===== src/include/pcd_defs.svh =====
`ifndef PCD_DEFS_SVH
`define PCD_DEFS_SVH
// Contract
// - Software enables DMA on one socket only
// - DMA only on 5V or externally sensed socket
// - D4 selects 8-bit or 16-bit transfers
// - Socket set to I/O card before DMA
// - D0 enables DMA; else pins normal
// - D[6:5] picks card request source pin
// - REG is DACK: high in DMA cycles
// - Card acknowledge needs DACK plus I/O command
// - Card ignores address lines during DMA
// - Card request raises host DMA request
// - Host acknowledge drives DACK high
// - IOWR for DMA read, IORD for write
// - D[2:1]=00 puts TC on WE/OE
// - Card TC lasts one bus clock
// - TC never outlasts the I/O command
// - Request on B GPIO, TC from A GPIO
// - Ack from B sense1, or IRQ7 under PnP; code takes IRQ7 only with extModeA7, else no ack pin

// Device configuration register and its fields
`define PCD_CFG_OFS        8'h3E
`define PCD_CFG_RST        8'h00
`define PCD_CFG_EN         0
`define PCD_CFG_STEER_LO   1
`define PCD_CFG_STEER_HI   2
`define PCD_CFG_WIDE       4
`define PCD_CFG_SRC_LO     5
`define PCD_CFG_SRC_HI     6
`define PCD_SRC_IOIS16     2'h0
`define PCD_SRC_SPKR       2'h1
`define PCD_SRC_INPACK     2'h2
`define PCD_STEER_DEFAULT  2'h0
`define PCD_STEER_OE       2'h1
`define PCD_STEER_WE       2'h2

// Controller registers on the AXI4-Lite side
`define PCD_AXI_CTRL_OFS   4'h0
`define PCD_AXI_CFG_OFS    4'h4
`define PCD_AXI_STAT_OFS   4'h8
`define PCD_CTRL_IOCARD    0
`define PCD_CTRL_PNP       1
`define PCD_CTRL_EXTA7     2
`define PCD_CTRL_VOLTOK    3
`define PCD_CTRL_OTHERDMA  4
`define PCD_CTRL_RST       5'h00
`define PCD_RESP_OKAY      2'h0
`define PCD_RESP_SLVERR    2'h2
`endif


===== src/include/pcd_pkg.sv =====
package pcd_pkg;
	typedef logic [7:0] pcd_byte_t;
	typedef logic [1:0] pcd_sel_t;

	// Whole state of the device end
	typedef struct packed {
		pcd_byte_t cfg;
		logic      dack;
		logic      host_dma_request;
		logic      tcPulse;
		logic      tcSeen;
	} pcd_dev_state_t;

	// Whole state of the controller end
	typedef struct packed {
		logic        awHeld;
		logic [3:0]  awAddr;
		logic        wHeld;
		logic [31:0] wData;
		logic        wStrb0;
		logic        bvalid;
		logic [1:0]  bresp;
		logic        rvalid;
		logic [31:0] rdata;
		logic [1:0]  rresp;
		logic [4:0]  ctrl;
		logic        cfgWe;
		pcd_byte_t   cfgWdata;
	} pcd_host_state_t;
endpackage


===== src/include/pcd_link_if.sv =====
`timescale 1ns/1ps
interface pcd_link_if;
	// Register port of the device
	logic             cfgWe;
	logic [7:0]       cfgAddr;
	logic [7:0]       cfgWdata;
	logic [7:0]       cfgRdata;
	logic             pnpEnable;
	logic             extModeA7;
	// Host handshake pins
	logic             bGpioOut;
	logic             bGpioNormal;
	logic             aGpioIn;
	logic             socketBVoltSense1N;
	logic             irq7In;
	logic             isaIorN;
	logic             isaIowN;
	// Card pins
	logic             cardIois16N;
	logic             cardSpkrN;
	logic             cardInpackN;
	logic             cardRegN;
	logic             cardIordN;
	logic             cardIowrN;
	logic             cardWeN;
	logic             cardOeN;
	logic             cardCe2N;
	// Normal (non-DMA) values of the shared card pins
	logic             regNormalN;
	logic             iordNormalN;
	logic             iowrNormalN;
	logic             weNormalN;
	logic             oeNormalN;
	logic             ce2NormalN;

	modport dev (
		input  cfgWe, cfgAddr, cfgWdata, pnpEnable, extModeA7,
		input  bGpioNormal, aGpioIn, socketBVoltSense1N, irq7In, isaIorN, isaIowN,
		input  cardIois16N, cardSpkrN, cardInpackN,
		input  regNormalN, iordNormalN, iowrNormalN, weNormalN, oeNormalN, ce2NormalN,
		output cfgRdata, bGpioOut, cardRegN, cardIordN, cardIowrN, cardWeN, cardOeN, cardCe2N
	);
	modport host (
		output cfgWe, cfgAddr, cfgWdata, pnpEnable, extModeA7,
		output bGpioNormal, aGpioIn, socketBVoltSense1N, irq7In, isaIorN, isaIowN,
		output cardIois16N, cardSpkrN, cardInpackN,
		output regNormalN, iordNormalN, iowrNormalN, weNormalN, oeNormalN, ce2NormalN,
		input  cfgRdata, bGpioOut, cardRegN, cardIordN, cardIowrN, cardWeN, cardOeN, cardCe2N
	);
endinterface


===== src/verilog/pcd_host_end.sv =====
`timescale 1ns/1ps
`include "pcd_defs.svh"
module pcd_host_end (
	input  wire logic         sys_clk,        // ISA bus clock
	input  wire logic         arst_n,         // Async reset, active low
	pcd_link_if.host          link,           // Pins toward the device
	input  wire logic [3:0]   s_axi_awaddr,   // Write address
	input  wire logic         s_axi_awvalid,  // Write address valid
	output logic              s_axi_awready,  // Write address ready
	input  wire logic [31:0]  s_axi_wdata,    // Write data
	input  wire logic [3:0]   s_axi_wstrb,    // Byte enables
	input  wire logic         s_axi_wvalid,   // Write data valid
	output logic              s_axi_wready,   // Write data ready
	output logic [1:0]        s_axi_bresp,    // Write response
	output logic              s_axi_bvalid,   // Write response valid
	input  wire logic         s_axi_bready,   // Write response ready
	input  wire logic [3:0]   s_axi_araddr,   // Read address
	input  wire logic         s_axi_arvalid,  // Read address valid
	output logic              s_axi_arready,  // Read address ready
	output logic [31:0]       s_axi_rdata,    // Read data
	output logic [1:0]        s_axi_rresp,    // Read response
	output logic              s_axi_rvalid,   // Read data valid
	input  wire logic         s_axi_rready,   // Read data ready
	input  wire logic         isaDackN,       // Core-logic DMA acknowledge
	input  wire logic         isaTc,          // Core-logic terminal count
	input  wire logic         isaIorN,        // ISA I/O read command
	input  wire logic         isaIowN,        // ISA I/O write command
	input  wire logic         gpioBNormal,    // B GPIO value outside DMA
	input  wire logic [2:0]   cardReqLinesN,  // IOIS16, SPKR, INPACK pins
	input  wire logic [5:0]   cardNormalN,    // REG,IORD,IOWR,WE,OE,CE2 normal
	output logic              isaDrq,         // Request to core logic
	output logic              cardDmaAck,     // Valid acknowledge at card
	output logic              cardAddrValid   // Card may decode address
);
	pcd_pkg::pcd_host_state_t s;
	pcd_pkg::pcd_host_state_t n;
	logic                     dmaOn;
	logic                     enableAllowed;

	// Shadow of device enable, read back from the device itself
	assign dmaOn = link.cfgRdata[`PCD_CFG_EN];
	// Enable only for a sole, I/O-type, suitably sensed socket
	assign enableAllowed = s.ctrl[`PCD_CTRL_IOCARD]
		&& s.ctrl[`PCD_CTRL_VOLTOK]
		&& !s.ctrl[`PCD_CTRL_OTHERDMA];

	// Bus handshakes; writes wait until both halves are held
	assign s_axi_awready = !s.awHeld && !s.bvalid;
	assign s_axi_wready  = !s.wHeld && !s.bvalid;
	assign s_axi_arready = !s.rvalid;

	// Next-state logic
	always_comb begin
		n = s;
		n.cfgWe = 1'b0;
		if (s_axi_awvalid && s_axi_awready) begin
			n.awHeld = 1'b1;
			n.awAddr = s_axi_awaddr;
		end
		if (s_axi_wvalid && s_axi_wready) begin
			n.wHeld  = 1'b1;
			n.wData  = s_axi_wdata;
			n.wStrb0 = s_axi_wstrb[0];
		end
		if (s.awHeld && s.wHeld) begin
			n.awHeld = 1'b0;
			n.wHeld  = 1'b0;
			n.bvalid = 1'b1;
			n.bresp  = `PCD_RESP_OKAY;
			unique case (s.awAddr)
				`PCD_AXI_CTRL_OFS: begin
					if (s.wStrb0) begin
						n.ctrl = s.wData[4:0];
					end
				end
				`PCD_AXI_CFG_OFS: begin
					if (s.wStrb0) begin
						n.cfgWe    = 1'b1;
						n.cfgWdata = s.wData[7:0];
						n.cfgWdata[`PCD_CFG_EN] = s.wData[`PCD_CFG_EN] && enableAllowed;
					end
				end
				`PCD_AXI_STAT_OFS: n.bresp = `PCD_RESP_OKAY;  // Read-only, write ignored
				default:           n.bresp = `PCD_RESP_SLVERR;
			endcase
		end else if (s.bvalid && s_axi_bready) begin
			n.bvalid = 1'b0;
		end
		if (s_axi_arvalid && s_axi_arready) begin
			n.rvalid = 1'b1;
			n.rresp  = `PCD_RESP_OKAY;
			unique case (s_axi_araddr)
				`PCD_AXI_CTRL_OFS: n.rdata = {27'h0000000, s.ctrl};
				`PCD_AXI_CFG_OFS:  n.rdata = {24'h000000, link.cfgRdata};
				`PCD_AXI_STAT_OFS: n.rdata = {29'h00000000, cardDmaAck, link.cardRegN, isaDrq};
				default: begin
					n.rdata = 32'h00000000;
					n.rresp = `PCD_RESP_SLVERR;
				end
			endcase
		end else if (s.rvalid && s_axi_rready) begin
			n.rvalid = 1'b0;
		end
	end

	// State register
	always_ff @(posedge sys_clk or negedge arst_n) begin
		if (!arst_n) begin
			s <= '0;
			s.ctrl <= `PCD_CTRL_RST;
		end else begin
			s <= n;
		end
	end

	// Bus outputs from flops
	assign s_axi_bvalid = s.bvalid;
	assign s_axi_bresp  = s.bresp;
	assign s_axi_rvalid = s.rvalid;
	assign s_axi_rdata  = s.rdata;
	assign s_axi_rresp  = s.rresp;

	// Device register port; address is fixed at the one register
	assign link.cfgWe     = s.cfgWe;
	assign link.cfgAddr   = `PCD_CFG_OFS;
	assign link.cfgWdata  = s.cfgWdata;
	assign link.pnpEnable = s.ctrl[`PCD_CTRL_PNP];
	assign link.extModeA7 = s.ctrl[`PCD_CTRL_EXTA7];

	// Acknowledge goes on the pin the device listens to in this mode
	assign link.socketBVoltSense1N = s.ctrl[`PCD_CTRL_PNP] ? 1'b1 : isaDackN;
	assign link.irq7In             = s.ctrl[`PCD_CTRL_PNP] ? isaDackN : 1'b1;
	assign link.aGpioIn            = isaTc;
	assign link.isaIorN            = isaIorN;
	assign link.isaIowN            = isaIowN;
	assign link.bGpioNormal        = gpioBNormal;
	assign isaDrq                  = dmaOn && link.bGpioOut;

	// Card side pins
	assign link.cardIois16N = cardReqLinesN[0];
	assign link.cardSpkrN   = cardReqLinesN[1];
	assign link.cardInpackN = cardReqLinesN[2];
	assign link.regNormalN  = cardNormalN[0];
	assign link.iordNormalN = cardNormalN[1];
	assign link.iowrNormalN = cardNormalN[2];
	assign link.weNormalN   = cardNormalN[3];
	assign link.oeNormalN   = cardNormalN[4];
	assign link.ce2NormalN  = cardNormalN[5];

	// High DACK alone is no acknowledge; a command must be present too
	assign cardDmaAck    = dmaOn && link.cardRegN && (!link.cardIordN || !link.cardIowrN);
	// Card address is meaningless while DACK is up
	assign cardAddrValid = !(dmaOn && link.cardRegN);
endmodule

===== src/flat_wrapper.sv =====
// flat-port wrapper written by rule: the top's interface ports become plain ports
module pcd_host_end_flat 
  (sys_clk, arst_n, s_axi_awaddr, s_axi_awvalid, s_axi_awready, s_axi_wdata, s_axi_wstrb, s_axi_wvalid, s_axi_wready, s_axi_bresp, s_axi_bvalid, s_axi_bready, s_axi_araddr, s_axi_arvalid, s_axi_arready, s_axi_rdata, s_axi_rresp, s_axi_rvalid, s_axi_rready, isaDackN, isaTc, isaIorN, isaIowN, gpioBNormal, cardReqLinesN, cardNormalN, isaDrq, cardDmaAck, cardAddrValid, link_cfgWe, link_cfgAddr, link_cfgWdata, link_pnpEnable, link_extModeA7, link_bGpioNormal, link_aGpioIn, link_socketBVoltSense1N, link_irq7In, link_isaIorN, link_isaIowN, link_cardIois16N, link_cardSpkrN, link_cardInpackN, link_regNormalN, link_iordNormalN, link_iowrNormalN, link_weNormalN, link_oeNormalN, link_ce2NormalN, link_cfgRdata, link_bGpioOut, link_cardRegN, link_cardIordN, link_cardIowrN, link_cardWeN, link_cardOeN, link_cardCe2N);
  pcd_link_if link_i ();
  input  wire logic sys_clk;
  input  wire logic arst_n;
  input  wire logic [3:0] s_axi_awaddr;
  input  wire logic s_axi_awvalid;
  output logic s_axi_awready;
  input  wire logic [31:0] s_axi_wdata;
  input  wire logic [3:0] s_axi_wstrb;
  input  wire logic s_axi_wvalid;
  output logic s_axi_wready;
  output logic [1:0] s_axi_bresp;
  output logic s_axi_bvalid;
  input  wire logic s_axi_bready;
  input  wire logic [3:0] s_axi_araddr;
  input  wire logic s_axi_arvalid;
  output logic s_axi_arready;
  output logic [31:0] s_axi_rdata;
  output logic [1:0] s_axi_rresp;
  output logic s_axi_rvalid;
  input  wire logic s_axi_rready;
  input  wire logic isaDackN;
  input  wire logic isaTc;
  input  wire logic isaIorN;
  input  wire logic isaIowN;
  input  wire logic gpioBNormal;
  input  wire logic [2:0] cardReqLinesN;
  input  wire logic [5:0] cardNormalN;
  output logic isaDrq;
  output logic cardDmaAck;
  output logic cardAddrValid;
  output wire logic [$bits(link_i.cfgWe)-1:0] link_cfgWe;
  output wire logic [$bits(link_i.cfgAddr)-1:0] link_cfgAddr;
  output wire logic [$bits(link_i.cfgWdata)-1:0] link_cfgWdata;
  output wire logic [$bits(link_i.pnpEnable)-1:0] link_pnpEnable;
  output wire logic [$bits(link_i.extModeA7)-1:0] link_extModeA7;
  output wire logic [$bits(link_i.bGpioNormal)-1:0] link_bGpioNormal;
  output wire logic [$bits(link_i.aGpioIn)-1:0] link_aGpioIn;
  output wire logic [$bits(link_i.socketBVoltSense1N)-1:0] link_socketBVoltSense1N;
  output wire logic [$bits(link_i.irq7In)-1:0] link_irq7In;
  output wire logic [$bits(link_i.isaIorN)-1:0] link_isaIorN;
  output wire logic [$bits(link_i.isaIowN)-1:0] link_isaIowN;
  output wire logic [$bits(link_i.cardIois16N)-1:0] link_cardIois16N;
  output wire logic [$bits(link_i.cardSpkrN)-1:0] link_cardSpkrN;
  output wire logic [$bits(link_i.cardInpackN)-1:0] link_cardInpackN;
  output wire logic [$bits(link_i.regNormalN)-1:0] link_regNormalN;
  output wire logic [$bits(link_i.iordNormalN)-1:0] link_iordNormalN;
  output wire logic [$bits(link_i.iowrNormalN)-1:0] link_iowrNormalN;
  output wire logic [$bits(link_i.weNormalN)-1:0] link_weNormalN;
  output wire logic [$bits(link_i.oeNormalN)-1:0] link_oeNormalN;
  output wire logic [$bits(link_i.ce2NormalN)-1:0] link_ce2NormalN;
  input wire logic [$bits(link_i.cfgRdata)-1:0] link_cfgRdata;
  input wire logic [$bits(link_i.bGpioOut)-1:0] link_bGpioOut;
  input wire logic [$bits(link_i.cardRegN)-1:0] link_cardRegN;
  input wire logic [$bits(link_i.cardIordN)-1:0] link_cardIordN;
  input wire logic [$bits(link_i.cardIowrN)-1:0] link_cardIowrN;
  input wire logic [$bits(link_i.cardWeN)-1:0] link_cardWeN;
  input wire logic [$bits(link_i.cardOeN)-1:0] link_cardOeN;
  input wire logic [$bits(link_i.cardCe2N)-1:0] link_cardCe2N;
  assign link_cfgWe = link_i.cfgWe;
  assign link_cfgAddr = link_i.cfgAddr;
  assign link_cfgWdata = link_i.cfgWdata;
  assign link_pnpEnable = link_i.pnpEnable;
  assign link_extModeA7 = link_i.extModeA7;
  assign link_bGpioNormal = link_i.bGpioNormal;
  assign link_aGpioIn = link_i.aGpioIn;
  assign link_socketBVoltSense1N = link_i.socketBVoltSense1N;
  assign link_irq7In = link_i.irq7In;
  assign link_isaIorN = link_i.isaIorN;
  assign link_isaIowN = link_i.isaIowN;
  assign link_cardIois16N = link_i.cardIois16N;
  assign link_cardSpkrN = link_i.cardSpkrN;
  assign link_cardInpackN = link_i.cardInpackN;
  assign link_regNormalN = link_i.regNormalN;
  assign link_iordNormalN = link_i.iordNormalN;
  assign link_iowrNormalN = link_i.iowrNormalN;
  assign link_weNormalN = link_i.weNormalN;
  assign link_oeNormalN = link_i.oeNormalN;
  assign link_ce2NormalN = link_i.ce2NormalN;
  assign link_i.cfgRdata = link_cfgRdata;
  assign link_i.bGpioOut = link_bGpioOut;
  assign link_i.cardRegN = link_cardRegN;
  assign link_i.cardIordN = link_cardIordN;
  assign link_i.cardIowrN = link_cardIowrN;
  assign link_i.cardWeN = link_cardWeN;
  assign link_i.cardOeN = link_cardOeN;
  assign link_i.cardCe2N = link_cardCe2N;
  pcd_host_end u_core (.sys_clk(sys_clk), .arst_n(arst_n), .link(link_i), .s_axi_awaddr(s_axi_awaddr), .s_axi_awvalid(s_axi_awvalid), .s_axi_awready(s_axi_awready), .s_axi_wdata(s_axi_wdata), .s_axi_wstrb(s_axi_wstrb), .s_axi_wvalid(s_axi_wvalid), .s_axi_wready(s_axi_wready), .s_axi_bresp(s_axi_bresp), .s_axi_bvalid(s_axi_bvalid), .s_axi_bready(s_axi_bready), .s_axi_araddr(s_axi_araddr), .s_axi_arvalid(s_axi_arvalid), .s_axi_arready(s_axi_arready), .s_axi_rdata(s_axi_rdata), .s_axi_rresp(s_axi_rresp), .s_axi_rvalid(s_axi_rvalid), .s_axi_rready(s_axi_rready), .isaDackN(isaDackN), .isaTc(isaTc), .isaIorN(isaIorN), .isaIowN(isaIowN), .gpioBNormal(gpioBNormal), .cardReqLinesN(cardReqLinesN), .cardNormalN(cardNormalN), .isaDrq(isaDrq), .cardDmaAck(cardDmaAck), .cardAddrValid(cardAddrValid));
endmodule

===== config.mk =====
export PLATFORM = sky130hd
export DESIGN_NAME = pcd_host_end_flat
export DESIGN_NICKNAME = d
export VERILOG_FILES = /design/src/include/pcd_pkg.sv /design/src/include/pcd_link_if.sv /design/src/verilog/pcd_host_end.sv /design/src/flat_wrapper.sv
export VERILOG_INCLUDE_DIRS = /design/src /design/src/include
export SDC_FILE = /design/constraint.sdc
export NUM_CORES = 1
export LEC_CHECK = 0
export BUFFER_PORTS_ARGS = -buffer_cell sky130_fd_sc_hd__buf_2
export CAP_MARGIN = 0
export CORE_MARGIN = 4
export CORE_UTILIZATION = 42
export CTS_BUF_LIST = sky130_fd_sc_hd__clkbuf_8
export CTS_CLUSTER_DIAMETER = 30
export DETAILED_ROUTE_END_ITERATION = 12
export PLACE_DENSITY = 0.91
export SLEW_MARGIN = 5
export SYNTH_ARGS = -nofsm -noshare
export SYNTH_HDL_FRONTEND = slang
export SYNTH_SLANG_ARGS = --single-unit

===== constraint.sdc =====
create_clock -name sys_clk -period 2.1 [get_ports sys_clk]
set_input_delay 0.105 -clock sys_clk [delete_from_list [all_inputs] [get_ports sys_clk]]
set_output_delay 0.105 -clock sys_clk [all_outputs]
set_load 0.005 [all_outputs]

==> metrics.txt <==
vias 1,353; drt drc 0; Final period util 0.768; critical path launch point type flop; row count 26; Port Buffers 67; largest area contributor in the netlist dfrtp_1; core area 0.00514 mm^2; fraction of layout instances using a drive strength above 1 0.450; initial antenna violation count 0; sequential element share of the synthesized area 0.459; grt ovf 0; top cells by area, synth dfrtp_1 46%, buf_4 22%, mux2_2 14%, nand2_1 1.5%, o21ai_0 1.3%; Starting Density 0.435; Syn Std Cell Area 0.00224 mm^2; Finished Core Util 0.468; CP cell instances nor4b_4 -> nor3b_4 -> mux2_2; worst slew pin tran 0.885 ns; synthesized netlist cell count 198; final worst slack 0.488 ns; flop and latch count out of synthesis 41; FF/Latch Area 0.00103 mm^2; area grow syn2layout 7.44%; setup repair bufs after CTS 0; DRT antenna net count 0; Nets 319; Crit path largest cell delay 0.42 ns; most frequent cells in the layout 67 x buf_2, 41 x dfrtp_1, 34 x conb_1; worst endpoint data arrival time 1.79 ns; Avg WL per Cell 12.8 um; Setup-failing EPs final 0; status finished clean; Yosys top cell area share 0.459; Max Freq 620 MHz; Final Slew Violations 0; # H-tree levels 2; Worst slew margin 0.410; Synth cell types 34; clk_skew 0.00686 ns; total track usage 0.121; HP Class in2reg; Max Cap Viol 0; via/cell ratio 4.36; non-filler instance count after layout 310; Total Die Area 0.00656 mm^2; clock buffer depth 2; largest net degree at the start of global routing 42; Leakage 1.29 nW; Horiz. Die Dim 81.0 um; Die Y-Extent 81.0 um; post-route total power 2.52 mW; Setup Crit Path Kind reg2reg; DR pass1 iterations 2; first-pass GRT wire length 5900 um; routability cong. 0.673; RSZ-0062 raised after global routing no; drt total wl 3960 um; number of instances in the placed design 299; CP required 2.28 ns; Peak VDD IR 0.792 mV; fillers 481; Ports 158; crit end category flop; pre-CTS setup slack 0.503 ns; vias in the first global route 1,288; Placement Cell Area 0.00228 mm^2; Skew-Pair Late Insertion Delay 0.29 ns; Hold WS 0.0351 ns; commonest non-fill, non-tap cell in the layout buf_2; footprint of the multi-input gates 800 um^2; DR iter-0 viols 13; post-route cell area 0.00240 mm^2; CTS tree done; pwr dens 1050 mW/mm^2; CTS clock-pin slew for the worst setup and hold paths 0.08 ns; post-CTS sizing 0; CTS sink cnt 41; Final Hold Viols 0; CTS root buf clkbuf_8; fin crit period 1.61 ns; critical path fanouts, max 5; diode count 0; post-synthesis area per instance 11.3 um^2; Slowest-stage cell, CP dfrtp_1; synth warn 0; HPWL after DPL 3060 um; TritonCTS buffer count 5; final setup TNS 0 ns
## registers in the layout, indices dropped and copies added (netlist names)
name                   cells
u_core.link.extModeA7      1
u_core.s_axi_rdata         8
u_core.s_axi_bvalid        1
u_core.s_axi_bresp         1
u_core.link.cfgWe          1
u_core.link.pnpEnable      1
u_core.link.cfgWdata       8
u_core.s_axi_rresp         1
u_core.s                  18
u_core.s_axi_rvalid        1
## worst paths after layout
| kind | startpoint | endpoint | slack, ns | cells past startpoint |
|---|---|---|---|---|
| max in group asynchronous | arst_n | u_core.s_axi_rdata[2] | 1.07 | 2 |
| worst min register to register | u_core.s_axi_rdata[0] | u_core.s_axi_rdata[0] | 0.48 | 2 |
| min in group asynchronous | arst_n | u_core.link.cfgWdata[5] | 0.46 | 2 |
| worst min-delay path | s_axi_wdata[5] | u_core.s[58] | 0.04 | 2 |
| worst max register to register | u_core.s[87] | u_core.link.pnpEnable | 0.49 | 3 |
| worst max-delay path | u_core.s[87] | u_core.link.pnpEnable | 0.49 | 3 |
## cells in the mapped netlist (all sizes together)
library cell  instances
nor2                  3
a22oi                 1
or2                   1
inv                   7
mux2i                 2
a311oi                1
clkbuf                2
nand2b                2
conb                  2
and3b                 1
dfrtp                41
or3                   1
a21boi                1
buf                  67
and2                  4
nand2                 9
o31ai                 2
o21bai                1
nor3                  1
a32oi                 1
nor3b                 2
and4b                 1
a211oi                1
a21oi                 1
nor4b                 3
nand4                 2
o21ai                 6
mux2                 28
a22o                  3
a21o                  1
## report_power, final
group	leakage [nW]	switching [mW]	internal, mW
logic	0.716	0.287	0.424
clock network	0.0481	0.279	0.235
registers	0.524	0.221	1.07
total	1.29	0.786	1.73
## critical path: cells and delay by family (launching register included)
family,cells,cell delay (ns)
mux,1,0.37
flops,1,0.42
simple gates,2,0.70
## timing repair
item                                    in CTS  in global routing
hold buffers                                 3                  0
endpoints found under the hold margin       43                  0
endpoints found under the setup margin       0                  0
## area by class of cell
type,count,share of cell area
repair buffers,71,0.155
multi-input cells,113,0.333
well taps,70,0.0364
inverters,7,0.0109
flip-flops and latches,41,0.427
clock buffers,5,0.0286
clock inverters,3,0.00937
## logic make-up after synthesis
logic type	after synthesis	synth area share
mux	30	0.150
other cells	2	0.00336
buf+inv	76	0.238
flops	41	0.459
simple gates	30	0.0917
compound gates	19	0.0587
## routing by layer
layer / wire, um / global-route usage / share of wire / vias to the layer above
met5: 0 / 0 / 0 / -
met4: 36 / 0.0422 / 0.0091 / 0
met3: 444 / 0.0510 / 0.11 / 6
met2: 1920 / 0.204 / 0.49 / 71
met1: 1560 / 0.137 / 0.39 / 629
li1: - / - / - / 647
Power figures use the tool's default switching activity.
